File: config.mk
export PLATFORM = sky130hd
export DESIGN_NAME = processing_error_status
export DESIGN_NICKNAME = d
export VERILOG_FILES = /design/src/hdl/processing_error_pkg.sv /design/src/hdl/processing_error_status.sv
export SDC_FILE = /design/constraint.sdc
export NUM_CORES = 1
export LEC_CHECK = 0
export BUFFER_PORTS_ARGS = -buffer_cell sky130_fd_sc_hd__buf_2
export CAP_MARGIN = 20
export CORE_MARGIN = 1
export CORE_UTILIZATION = 60
export DETAILED_ROUTE_END_ITERATION = 12
export GPL_TIMING_DRIVEN = 0
export PLACE_DENSITY = 0.8
export REMOVE_ABC_BUFFERS = 1
export SYNTH_ARGS = -nofsm -noshare
export SYNTH_HDL_FRONTEND = slang
export SYNTH_SLANG_ARGS = --single-unit
File: constraint.sdc
create_clock -name clk_sys -period 5.7 [get_ports clk_sys]
set_input_delay 0.855 -clock clk_sys [delete_from_list [all_inputs] [get_ports clk_sys]]
set_output_delay 0.855 -clock clk_sys [all_outputs]
set_load 0.02 [all_outputs]
File: src/hdl/processing_error_pkg.sv
// Constants for the processing error status block: register map,
// bit positions, reset values, configuration limits and timing.
// Assumes a 40 MHz system clock and a 32-bit AXI4-Lite register bus.
//
// What this block does
// - Set bit 0 when no trigger arrives during noise measurement.
// - Set bit 1 when noise sample bins lie past the trigger range.
// - Set bit 2 when no trigger arrives during a dwell compute command.
// - Set bit 3 when pulse period drifts over 10 us in one interval.
// - Set bit 5 on internal FIFO overflow during the last dwell command.
// - Command while awaiting output FIFO room: run it, zero lost data, set bit 6.
// - Set bit 7 on an error in the last noise sample command.
// - Set bit 9 when the last bin selection load fails.
// - Set bit 10 when the host breaks the sim data load protocol.
// - Set bit 11 when the measured phase sequence is wrong.
// - Bit 15 flags spectrum size above 128 or below 4.
// - Bit 15 flags over 342 bins per slave in transform modes.
// - Bit 15 flags bins times (sample size plus 4) over 26200 in transform modes.
// - Bit 15 flags bins times sample size over 3000 with series output.
// - Bit 15 flags an odd bin count under fast polarization switching.
// - Bit 15 flags an unsupported polarization parameter combination.

package processing_error_pkg;

    // ------------------------------------------------------------
    // Register map
    // ------------------------------------------------------------
    localparam logic [3:0] ADDR_STATUS = 4'h0;
    localparam logic [3:0] ADDR_MASK = 4'h4;
    localparam logic [3:0] ADDR_PENDING = 4'h8;

    localparam logic [15:0] STATUS_RST = 16'h0000;
    localparam logic [15:0] MASK_RST = 16'h0000;
    localparam logic [15:0] VALID_BITS = 16'h8EEF;

    // ------------------------------------------------------------
    // Status bit positions
    // ------------------------------------------------------------
    localparam int BIT_NOISE_NO_TRIG = 0;
    localparam int BIT_NOISE_FAST = 1;
    localparam int BIT_DWELL_NO_TRIG = 2;
    localparam int BIT_PRT_DRIFT = 3;
    localparam int BIT_FIFO_OVF = 5;
    localparam int BIT_OUT_LOST = 6;
    localparam int BIT_NOISE_ERR = 7;
    localparam int BIT_BIN_LOAD = 9;
    localparam int BIT_SIM_PROTO = 10;
    localparam int BIT_PHASE_SEQ = 11;
    localparam int BIT_BAD_CONFIG = 15;

    // ------------------------------------------------------------
    // Configuration limits
    // ------------------------------------------------------------
    localparam logic [15:0] SPEC_MAX = 16'h0080;
    localparam logic [15:0] SPEC_MIN = 16'h0004;
    localparam logic [15:0] BINS_MAX = 16'h0156;
    localparam logic [16:0] FFT_PAD = 17'h00004;
    localparam logic [33:0] FFT_LIMIT = 34'h000006658;
    localparam logic [33:0] SERIES_LIMIT = 34'h000000BB8;

    // ------------------------------------------------------------
    // Timing
    // ------------------------------------------------------------
    localparam int CLK_PERIOD_NS = 25;
    localparam int PRT_DRIFT_NS = 10000;
    localparam logic [23:0] PRT_DRIFT_CYC = 24'(PRT_DRIFT_NS / CLK_PERIOD_NS);
    localparam int TRIG_WAIT_NS = 50000000;
    localparam int TRIG_WAIT_CYC = TRIG_WAIT_NS / CLK_PERIOD_NS;

endpackage : processing_error_pkg

File: src/hdl/processing_error_status.sv
// Processing error status word with sticky bits, mask and interrupt,
// reached over AXI4-Lite.
// Assumes event strobes come from logic on clk_sys; only the trigger
// arrives from a pin and is synchronised here.
`timescale 1ns/1ps
`default_nettype none

module processing_error_status #(
    parameter int TRIG_WAIT_CYCLES = processing_error_pkg::TRIG_WAIT_CYC,
    parameter int CNT_W = 16
) (
    input wire logic clk_sys,
    input wire logic rst_n,
    // AXI4-Lite slave
    input wire logic [3:0] s_axi_awaddr,
    input wire logic s_axi_awvalid,
    output logic s_axi_awready,
    input wire logic [31:0] s_axi_wdata,
    input wire logic [3:0] s_axi_wstrb,
    input wire logic s_axi_wvalid,
    output logic s_axi_wready,
    output logic [1:0] s_axi_bresp,
    output logic s_axi_bvalid,
    input wire logic s_axi_bready,
    input wire logic [3:0] s_axi_araddr,
    input wire logic s_axi_arvalid,
    output logic s_axi_arready,
    output logic [31:0] s_axi_rdata,
    output logic [1:0] s_axi_rresp,
    output logic s_axi_rvalid,
    input wire logic s_axi_rready,
    // Trigger pin and processing state
    input wire logic trigger_pin,
    input wire logic noise_active,
    input wire logic dwell_active,
    input wire logic [CNT_W-1:0] noise_bin_end,
    input wire logic [CNT_W-1:0] trigger_range,
    // Pulse period samples, in clk_sys cycles
    input wire logic interval_done,
    input wire logic [23:0] prt_start,
    input wire logic [23:0] prt_end,
    // Command strobes and error events
    input wire logic dwell_compute_command,
    input wire logic noise_sample_command,
    input wire logic bin_selection_load,
    input wire logic fifo_overflow,
    input wire logic cmd_strobe,
    input wire logic out_fifo_wait,
    input wire logic noise_error,
    input wire logic bin_load_error,
    input wire logic sim_data_load_error,
    input wire logic phase_seq_error,
    // Dwell configuration, valid with dwell_compute_command
    input wire logic [CNT_W-1:0] spectrum_size,
    input wire logic [CNT_W-1:0] bins_per_slave,
    input wire logic [CNT_W-1:0] sample_size,
    input wire logic [CNT_W-1:0] bins_selected,
    input wire logic transform_mode,
    input wire logic series_output,
    input wire logic fast_pol_switch,
    input wire logic pol_combo_bad,
    // Outputs
    output logic zero_lost_data,
    output logic irq
);

    localparam int WAIT_W = $clog2(TRIG_WAIT_CYCLES + 1);
    localparam logic [WAIT_W-1:0] WAIT_LAST = WAIT_W'(TRIG_WAIT_CYCLES - 1);

    // ------------------------------------------------------------
    // Helper arithmetic
    // ------------------------------------------------------------

    // Product of two widened operands compared to a limit
    function automatic logic prod_over(
        input logic [16:0] a,
        input logic [16:0] b,
        input logic [33:0] lim
    );
        logic [33:0] p;
        p = 34'(a) * 34'(b);
        return p > lim;
    endfunction : prod_over

    // Magnitude of a difference between two period samples
    function automatic logic [23:0] abs_diff(
        input logic [23:0] a,
        input logic [23:0] b
    );
        return (a > b) ? (a - b) : (b - a);
    endfunction : abs_diff

    // Offsets that answer OKAY; shared by both bus paths
    function automatic logic addr_known(
        input logic [3:0] a
    );
        return (a == processing_error_pkg::ADDR_STATUS)
            || (a == processing_error_pkg::ADDR_MASK)
            || (a == processing_error_pkg::ADDR_PENDING);
    endfunction : addr_known

    // ------------------------------------------------------------
    // Trigger pin synchroniser
    // ------------------------------------------------------------
    logic trig_s1;
    logic trig_s2;
    logic trig_s3;
    logic trig_level;

    // First stage feeds only the second, containing metastability
    // Change accepted only once stages two and three agree
    wire trig_stable = (trig_s2 == trig_s3);
    wire trig_rise = trig_stable && trig_s2 && !trig_level;

    always_ff @(posedge clk_sys or negedge rst_n) begin
        if (!rst_n) begin
            trig_s1 <= 1'b0;
            trig_s2 <= 1'b0;
            trig_s3 <= 1'b0;
            trig_level <= 1'b0;
        end else begin
            trig_s1 <= trigger_pin;
            trig_s2 <= trig_s1;
            trig_s3 <= trig_s2;
            if (trig_stable) begin
                trig_level <= trig_s2;
            end
        end
    end

    // ------------------------------------------------------------
    // Missing trigger watchdog
    // ------------------------------------------------------------
    logic [WAIT_W-1:0] wait_cnt;

    // A trigger in the expiry cycle wins and the flag stays clear
    // Limitation: a pin stuck high reads as no trigger after the span
    // Width follows the span; the default span needs 21 bits
    // Counts only while a trigger is expected; restarts on each trigger
    wire waiting = noise_active || dwell_active;
    wire wait_expired = waiting && !trig_rise && (wait_cnt == WAIT_LAST);

    always_ff @(posedge clk_sys or negedge rst_n) begin
        if (!rst_n) begin
            wait_cnt <= '0;
        end else if (!waiting || trig_rise || wait_expired) begin
            wait_cnt <= '0;
        end else begin
            wait_cnt <= wait_cnt + 1'b1;
        end
    end

    // ------------------------------------------------------------
    // Event decode
    // ------------------------------------------------------------
    wire ev_noise_no_trig = wait_expired && noise_active;
    wire ev_dwell_no_trig = wait_expired && dwell_active;
    // Each term is a one-cycle set request
    // Bins past the range seen at each trigger
    wire ev_noise_fast = noise_active && trig_rise && (noise_bin_end > trigger_range);
    wire ev_prt_drift = interval_done && (abs_diff(prt_start, prt_end) > processing_error_pkg::PRT_DRIFT_CYC);
    wire ev_fifo_ovf = fifo_overflow && dwell_active;
    wire ev_out_lost = cmd_strobe && out_fifo_wait;

    // ------------------------------------------------------------
    // Dwell configuration check
    // ------------------------------------------------------------
    // Products are 34 bits wide, so 16-bit operands never wrap
    wire cfg_spec_bad = (spectrum_size > processing_error_pkg::SPEC_MAX)
        || (spectrum_size < processing_error_pkg::SPEC_MIN);
    wire cfg_bins_bad = transform_mode && (bins_per_slave > processing_error_pkg::BINS_MAX);
    wire cfg_fft_mem = transform_mode && prod_over(17'(bins_per_slave),
        17'(sample_size) + processing_error_pkg::FFT_PAD, processing_error_pkg::FFT_LIMIT);
    wire cfg_series_mem = series_output && prod_over(17'(bins_per_slave),
        17'(sample_size), processing_error_pkg::SERIES_LIMIT);
    wire cfg_odd_bins = fast_pol_switch && bins_selected[0];
    wire cfg_bad = cfg_spec_bad || cfg_bins_bad || cfg_fft_mem
        || cfg_series_mem || cfg_odd_bins || pol_combo_bad;

    // Hardware set terms
    // Reserved positions tied low here and masked again below
    wire [15:0] hw_set = {
        dwell_compute_command && cfg_bad,
        3'b000,
        phase_seq_error,
        sim_data_load_error,
        bin_load_error,
        1'b0,
        noise_error,
        ev_out_lost,
        ev_fifo_ovf,
        1'b0,
        ev_prt_drift,
        ev_dwell_no_trig,
        ev_noise_fast,
        ev_noise_no_trig
    };

    // A set in the restart cycle still lands for the new command
    // Bits that describe only the last command restart with a new one
    logic [15:0] restart;
    always_comb begin
        restart = '0;
        restart[processing_error_pkg::BIT_FIFO_OVF] = dwell_compute_command;
        restart[processing_error_pkg::BIT_BAD_CONFIG] = dwell_compute_command;
        restart[processing_error_pkg::BIT_NOISE_ERR] = noise_sample_command;
        restart[processing_error_pkg::BIT_BIN_LOAD] = bin_selection_load;
    end

    // ------------------------------------------------------------
    // AXI4-Lite handshakes
    // ------------------------------------------------------------
    // One strobe per channel, true at the edge that moves an item
    wire aw_take = s_axi_awvalid && s_axi_awready;
    wire w_take = s_axi_wvalid && s_axi_wready;
    wire b_take = s_axi_bvalid && s_axi_bready;
    wire ar_take = s_axi_arvalid && s_axi_arready;
    wire r_take = s_axi_rvalid && s_axi_rready;

    // ------------------------------------------------------------
    // AXI4-Lite write path
    // ------------------------------------------------------------
    logic [3:0] wr_addr;
    logic [31:0] wr_data;
    logic [3:0] wr_strb;

    // Both address and data held, response not yet raised
    wire do_write = !s_axi_awready && !s_axi_wready && !s_axi_bvalid;
    wire [15:0] lane_mask = {{8{wr_strb[1]}}, {8{wr_strb[0]}}};
    wire [15:0] wr_bits = wr_data[15:0] & lane_mask;
    wire wr_status = do_write && (wr_addr == processing_error_pkg::ADDR_STATUS);
    wire wr_mask = do_write && (wr_addr == processing_error_pkg::ADDR_MASK);
    // Writes to the pending view answer OKAY but change nothing
    wire wr_known = addr_known(wr_addr);

    always_ff @(posedge clk_sys or negedge rst_n) begin
        if (!rst_n) begin
            s_axi_awready <= 1'b1;
            wr_addr <= 4'h0;
        end else if (aw_take) begin
            s_axi_awready <= 1'b0;
            wr_addr <= {s_axi_awaddr[3:2], 2'b00};
        end else if (b_take) begin
            s_axi_awready <= 1'b1;
        end
    end

    always_ff @(posedge clk_sys or negedge rst_n) begin
        if (!rst_n) begin
            s_axi_wready <= 1'b1;
            wr_data <= 32'h00000000;
            wr_strb <= 4'h0;
        end else if (w_take) begin
            s_axi_wready <= 1'b0;
            wr_data <= s_axi_wdata;
            wr_strb <= s_axi_wstrb;
        end else if (b_take) begin
            s_axi_wready <= 1'b1;
        end
    end

    // Unmapped addresses answer DECERR and change nothing
    always_ff @(posedge clk_sys or negedge rst_n) begin
        if (!rst_n) begin
            s_axi_bvalid <= 1'b0;
            s_axi_bresp <= 2'b00;
        end else if (do_write) begin
            s_axi_bvalid <= 1'b1;
            s_axi_bresp <= wr_known ? 2'b00 : 2'b11;
        end else if (s_axi_bready) begin
            s_axi_bvalid <= 1'b0;
        end
    end

    // ------------------------------------------------------------
    // Status and mask registers
    // ------------------------------------------------------------
    logic [15:0] status;
    logic [15:0] mask;

    // Set beats a same-cycle clear; undefined bits never stick
    wire [15:0] w1c = wr_status ? wr_bits : 16'h0000;
    wire [15:0] next_status = ((status & ~w1c & ~restart) | hw_set)
        & processing_error_pkg::VALID_BITS;
    wire [15:0] next_mask = (mask & ~lane_mask) | (wr_data[15:0] & lane_mask);
    wire [15:0] pending = status & mask;

    always_ff @(posedge clk_sys or negedge rst_n) begin
        if (!rst_n) begin
            status <= processing_error_pkg::STATUS_RST;
            mask <= processing_error_pkg::MASK_RST;
        end else begin
            status <= next_status;
            if (wr_mask) begin
                mask <= next_mask & processing_error_pkg::VALID_BITS;
            end
        end
    end

    // ------------------------------------------------------------
    // Interrupt and lost data outputs
    // ------------------------------------------------------------
    // Registered so both leave the block straight from flip-flops
    // Interrupt follows next status, so it rises with its bit
    // Level interrupt and one-cycle lost data zeroing pulse
    always_ff @(posedge clk_sys or negedge rst_n) begin
        if (!rst_n) begin
            irq <= 1'b0;
            zero_lost_data <= 1'b0;
        end else begin
            irq <= |(next_status & (wr_mask ? next_mask : mask));
            zero_lost_data <= ev_out_lost;
        end
    end

    // ------------------------------------------------------------
    // AXI4-Lite read path
    // ------------------------------------------------------------
    wire [3:0] rd_addr = {s_axi_araddr[3:2], 2'b00};
    wire rd_status = rd_addr == processing_error_pkg::ADDR_STATUS;
    wire rd_mask = rd_addr == processing_error_pkg::ADDR_MASK;
    wire rd_pend = rd_addr == processing_error_pkg::ADDR_PENDING;
    wire [15:0] rd_word = rd_status ? status : rd_mask ? mask : rd_pend ? pending : 16'h0000;

    // Shared decode keeps write and read answers in step
    // One read in flight; upper half always reads zero
    always_ff @(posedge clk_sys or negedge rst_n) begin
        if (!rst_n) begin
            s_axi_arready <= 1'b1;
            s_axi_rvalid <= 1'b0;
            s_axi_rdata <= 32'h00000000;
            s_axi_rresp <= 2'b00;
        end else if (ar_take) begin
            s_axi_arready <= 1'b0;
            s_axi_rvalid <= 1'b1;
            s_axi_rdata <= {16'h0000, rd_word};
            s_axi_rresp <= addr_known(rd_addr) ? 2'b00 : 2'b11;
        end else if (r_take) begin
            s_axi_rvalid <= 1'b0;
            s_axi_arready <= 1'b1;
        end
    end

endmodule : processing_error_status

`default_nettype wire

==> run summary, run 1 <==
Worst Skew -> 0.00938 ns
most frequent cells in the layout -> inv_1, nand2_1, fa_1, ha_1, and2_1
Worst EP required -> 5.92 ns
layout cells sized above 1 -> 12.7%
RSZ-0062 raised after global routing -> true
core area -> 0.0411 sq mm
failing checks -> setup timing
Post-synth top flop -> dfrtp_1
number of enable flip-flop cells after synthesis -> 0
final setup margin -> -2.12 ns
final period utilization -> 137%
Die Footprint -> 0.0428 sq mm
post-synthesis sequential element count -> 82
Synth Cell Area -> 0.0252 sq mm
mean post-synth cell area -> 8.37 sq um
fillers -> 3109
DR vias/cell -> 5.86
Layout area overhead -> 11.4%
clock sinks -> 82
Crit Path Max Fanout -> 5
DR WL/cell -> 18.5 um
Finished Layout Cells -> 3673
crit path kind -> primary input to flip-flop
# hold bufs at CTS -> 0
commonest non-fill, non-tap cell in the layout -> inv_1
Die X -> 207 um
Clk Latency, worst-skew pair -> 0.34 ns
Setup Viol. Count Final -> 2
Cell Rows -> 74
WL final -> 68.0 mm
Fmax achieved -> 128 MHz
Critical Path Source Type -> primary input
IO Pins -> 256
post-synthesis sequential area ratio -> 8.16%
chip height -> 207 um
Setup Slack @ Placement -> -4.35 ns
fin nets -> 4027
Mapped Cells -> 3009
detailed-route via count -> 21500
relative slew slack -> 39.5%
TritonRoute pass-1 iters -> 7
gr usage total -> 32.6%
Fin. Hold Viols -> 0
status -> finished with violations
ANT cells -> 0
Min-Delay Path Class -> flip-flop to flip-flop
Netlist cell types -> 84
clock root buffer -> clkbuf_16
number of buffers created by CTS -> 9
largest net degree at the start of global routing -> 70
first-pass GRT wire length -> 111 mm
area occupied by multi-input gates -> 0.0209 sq mm
arrival time worst endpoint -> 8.04 ns
max_cap viols -> 0
Clock H-tree levels -> 3
Longest Clk Path Bufs -> 2
asr flop ratio synth -> 100%
post-route ant nets -> 0
CP endpoint kind -> flip-flop
starting density of the core -> 61.3%
IO buf count -> 192
placed cells -> 3597
most frequent cell on the critical path -> fa_1
gp weighted congestion -> 0.919
Final Slew Violations -> 0
Worst-path clk slew -> 0.07 ns
DRC -> 0
Crit path largest cell delay -> 0.56 ns
Ys Warns -> 0
CTS tree -> built
Critical-path top delay cell -> fa_1
Iter 0 DRT Violations -> 1766
hpwl dp -> 50.3 mm
initial antenna violation count -> 0
FF/Latch Area -> 0.00206 sq mm
Congestion Overflow GR -> 0
actual slew at the worst max-slew pin -> 0.907 ns
min Tclk post-route -> 7.82 ns
vias in the first global route -> 22700
## layer usage
layer	part of all wire [%]	up-vias	global-route usage [%]
li1	-	9708	-
met3	6.4	249	4.79
met1	39	10700	40.2
met2	51	907	57.2
met4	4.3	0	12.8
met5	0	-	0
## worst paths after layout
kind / cells past startpoint / start / slack, ns / end
min in group asynchronous: 1 / rst_n / 0.38 / wait_cnt[14]$_DFF_PN0_
setup / recovery: 31 / sample_size[3] / -2.12 / irq$_DFF_PN0_
max in group asynchronous: 2 / rst_n / 4.69 / s_axi_awready$_DFFE_PN1P_
setup reg to reg: 9 / s_axi_bvalid$_DFFE_PN0P_ / 2.60 / irq$_DFF_PN0_
hold / removal: 0 / trig_s1$_DFF_PN0_ / 0.36 / trig_s2$_DFF_PN0_
hold reg to reg: 0 / trig_s1$_DFF_PN0_ / 0.36 / trig_s2$_DFF_PN0_
## per-stage QoR
stage	util (%)	TNS (ns)	hold WS, ns	cell area (sq um)
floorplan	-	-4.35	0.331	24600
global placement	63.7	-9.45	0.335	26200
CTS	68.1	-3.83	0.355	28000
finish	68.3	-4.18	0.359	28100
global route	68.3	-4.72	0.366	28100
detailed placement	64.1	-8.63	0.342	26300
## worst max-delay path, delay by kind of cell
kind | cells | cell delay (ns)
xor gates and xnor gates | 2 | 0.25
AOI/OAI and AO/OA | 5 | 0.92
adders and majority gates | 8 | 3.45
buffers and inverters | 9 | 0.95
and+or+nand+nor | 7 | 1.60
## area by class of cell
cell class / instances / area share [%]
Sequential cell: 82 / 7.32
Inverter: 582 / 7.78
Clock inverter: 5 / 0.138
Timing Repair Buffer: 257 / 6.94
Multi-Input combinational cell: 2204 / 74.6
Clock buffer: 11 / 0.865
Tap cell: 532 / 2.37
## flip-flops by register name (all words and copies together), names as in the netlist
register / count
trig_s2: 1
status: 11
s_axi_awready: 1
s_axi_rvalid: 1
s_axi_bvalid: 1
s_axi_wready: 1
wr_data: 11
s_axi_arready: 1
s_axi_bresp: 1
trig_s3: 1
trig_level: 1
wait_cnt: 21
s_axi_rresp: 1
wr_strb: 2
s_axi_rdata: 11
trig_s1: 1
irq: 1
zero_lost_data: 1
wr_addr: 2
mask: 11
## repair_timing
action,in CTS,in global routing
pin swaps,71,24
gates resized for setup,159,15
endpoints found under the setup margin,2,2
buffers inserted,51,6
cloned,3,0
## synth_stat cells (20+ instances only)
library cell,n,share of area [%]
nand3_1,41,0.81
a21o_1,51,1.5
buf_4,24,0.72
mux2i_1,34,1.4
a21oi_1,108,2.1
nand2_1,443,6.6
xnor2_1,46,1.6
nor2b_1,24,0.60
o21a_1,21,0.63
nor3_1,20,0.40
and2_1,188,4.7
inv_1,582,8.7
ha_1,274,14
fa_1,404,32
o21ai_0,71,1.4
mux2_2,29,1.3
clkbuf_1,113,1.7
dfrtp_1,79,7.8
nand4_1,37,0.92
nor2_1,113,1.7
xor2_1,39,1.4
## logic make-up (layout without fill, tap and decap cells)
group,count (synthesis),in the layout,share of synthesized area (%)
other cells,1,21,0.0149
mux,63,63,2.65
flops,82,82,8.16
compound gates,407,407,10.9
simple gates,950,950,18.1
buf+inv,743,855,11.5
xor+xnor,85,85,2.95
fa+ha+maj,678,678,45.7
Power of run 1 is not shown: default switching activity piles up to over one toggle a cycle in this logic, so the estimate is an artifact.
==> run 2, diff against run 1 <==
--- a/config.mk
+++ b/config.mk
@@ -6,12 +6,12 @@
 export NUM_CORES = 1
 export LEC_CHECK = 0
 export BUFFER_PORTS_ARGS = -buffer_cell sky130_fd_sc_hd__buf_2
-export CAP_MARGIN = 20
 export CORE_MARGIN = 1
 export CORE_UTILIZATION = 60
 export DETAILED_ROUTE_END_ITERATION = 12
 export GPL_TIMING_DRIVEN = 0
-export PLACE_DENSITY = 0.8
+export MAX_ROUTING_LAYER = met4
+export PLACE_DENSITY = 0.81
 export REMOVE_ABC_BUFFERS = 1
 export SYNTH_ARGS = -nofsm -noshare
 export SYNTH_HDL_FRONTEND = slang
==> run summary, run 2 (same netlist as run 1, synthesis figures left out) <==
Fmax achieved -> 125 MHz (was 128 MHz)
crit path kind -> primary input to flip-flop (unchanged)
gp weighted congestion -> 0.926 (was 0.919)
post-route ant nets -> 0 (unchanged)
layout cells sized above 1 -> 14.1% (was 12.7%)
post-layout util -> 69.0% (was 68.3%)
WL final -> 70.9 mm (was 68.0 mm)
Buffers & Inverters on Critical Path -> 7 (was 9)
failing checks -> setup timing (unchanged)
vias in the first global route -> 23000 (was 22700)
Cell Rows -> 74 (unchanged)
gr usage total -> 34.3% (was 32.6%)
RSZ-0062 raised after global routing -> true (unchanged)
fin nets -> 4057 (was 4027)
Min-Delay Path Class -> primary input to asynchronous set/reset pin (was flip-flop to flip-flop)
relative slew slack -> 35.9% (was 39.5%)
starting density of the core -> 61.3% (unchanged)
final setup margin -> -2.33 ns (was -2.12 ns)
TritonRoute pass-1 iters -> 8 (was 7)
status -> finished with violations (unchanged)
largest net degree at the start of global routing -> 74 (was 70)
Clk Latency, worst-skew pair -> 0.34 ns (about the same)
IO Pins -> 256 (unchanged)
Setup Viol. Count Final -> 2 (unchanged)
first-pass GRT wire length -> 113 mm (was 111 mm)
core area -> 0.0411 sq mm (unchanged)
fillers -> 3086 (was 3109)
Longest Clk Path Bufs -> 2 (unchanged)
placed cell area -> 0.0263 sq mm (about the same)
clock root buffer -> clkbuf_16 (unchanged)
Clock H-tree levels -> 3 (unchanged)
Worst-path clk slew -> 0.07 ns (about the same)
Biggest register -> wait_cnt (unchanged)
Iter 0 DRT Violations -> 1654 (was 1766)
DR WL/cell -> 19.1 um (was 18.5 um)
Die Footprint -> 0.0428 sq mm (unchanged)
Die X -> 207 um (unchanged)
area occupied by multi-input gates -> 0.0210 sq mm (was 0.0209 sq mm)
Crit path largest cell delay -> 0.54 ns (was 0.56 ns)
Fin. Hold Viols -> 0 (unchanged)
Worst Skew -> 0.00778 ns (was 0.00938 ns)
Critical-path top delay cell -> fa_1 (unchanged)
Final Slew Violations -> 0 (unchanged)
CP endpoint kind -> flip-flop (unchanged)
Layout area overhead -> 12.6% (was 11.4%)
max_cap viols -> 0 (unchanged)
CTS tree -> built (unchanged)
most frequent cells in the layout -> inv_1, nand2_1, fa_1, ha_1, and2_1 (unchanged)
DR vias/cell -> 5.91 (was 5.86)
post-route cell area -> 0.0284 sq mm (was 0.0281 sq mm)
Critical Path Source Type -> primary input (unchanged)
DRC -> 0 (unchanged)
Worst EP required -> 5.92 ns (about the same)
most frequent cell on the critical path -> fa_1 (unchanged)
clock sinks -> 82 (unchanged)
Congestion Overflow GR -> 0 (unchanged)
commonest non-fill, non-tap cell in the layout -> inv_1 (unchanged)
hpwl dp -> 49.9 mm (was 50.3 mm)
arrival time worst endpoint -> 8.25 ns (was 8.04 ns)
actual slew at the worst max-slew pin -> 0.961 ns (was 0.907 ns)
FF/Latch Area -> 0.00206 sq mm (unchanged)
detailed-route via count -> 21900 (was 21500)
Crit Path Max Fanout -> 6 (was 5)
CP top delay family -> adder cells (unchanged)
initial antenna violation count -> 1 (was 0)
min Tclk post-route -> 8.03 ns (was 7.82 ns)
final period utilization -> 141% (was 137%)
max FFs per register -> 21 (unchanged)
chip height -> 207 um (unchanged)
# hold bufs at CTS -> 0 (unchanged)
number of buffers created by CTS -> 9 (unchanged)
IO buf count -> 192 (unchanged)
[run 2: cell count changes in the layout (fill, tap and decap cells not counted), moves of 3 or more]
cell / previous run / this run
buf_4: 59 / 75
o21ai_2: 0 / 3
nand2_2: 1 / 5
fa_1: 401 / 398
fa_2: 3 / 6
buf_6: 12 / 26
[run 2: final timing paths]
path / slack, ns / to / from / depth (start not counted)
max reg2reg: 2.63 / irq$_DFF_PN0_ / s_axi_bvalid$_DFFE_PN0P_ / 9
max: -2.33 / irq$_DFF_PN0_ / sample_size[2] / 31
min: 0.34 / wait_cnt[17]$_DFF_PN0_ / rst_n / 1
max in group asynchronous: 4.74 / s_axi_awready$_DFFE_PN1P_ / rst_n / 2
min in group clk_sys: 0.35 / trig_s2$_DFF_PN0_ / trig_s1$_DFF_PN0_ / 0
min reg2reg: 0.35 / trig_s2$_DFF_PN0_ / trig_s1$_DFF_PN0_ / 0
[run 2: per-layer routing]
metal	global-route usage, %	vias to the layer above	routed length, um
met4	15.7	0	3690
met5	-	-	0
li1	-	9771	-
met2	57.1	1077	35400
met1	40.6	10700	26500
met3	6.06	348	5250
[run 2: worst register-to-register path, cell delays in order (launching register included)]
cell and delay [ns]:
dfrtp_1 0.40, or3_1 0.45, nor3_1 0.19, and2_1 0.40
a21boi_0 0.27, a2111oi_2 0.32, nand3_1 0.11, nor4_1 0.47
a31o_1 0.23, o211ai_1 0.10
[run 2: cell type report]
class / count / share of cell area [%]
timing repair buffer: 286 / 7.67
multi-input combinational: 2205 / 74.1
inverter: 582 / 7.70
tap: 532 / 2.35
antenna: 1 / 0.00882
clock buffer: 11 / 0.820
clock inverter: 5 / 0.146
sequential: 82 / 7.25
[run 2: what timing repair did]
| item | in CTS | in global routing |
|---|---|---|
| resized for setup | 148 | 56 |
| cloned | 4 | 0 |
| pin swaps | 72 | 57 |
| setup buffers | 78 | 10 |
| endpoints found under the setup margin | 2 | 2 |
[run 2: through the flow]
stage	cells	TNS, ns	hold WS, ns	worst slack, ns
2_1_floorplan	2868	-4.35	0.331	-2.21
3_3_place_gp	3592	-9.21	0.333	-4.64
6_report	3704	-4.57	0.341	-2.33
5_1_grt	3704	-4.98	0.342	-2.54
4_1_cts	3693	-3.96	0.341	-2.02
3_5_place_dp	3595	-8.47	0.336	-4.28
Power of run 2 is left out for the same reason.
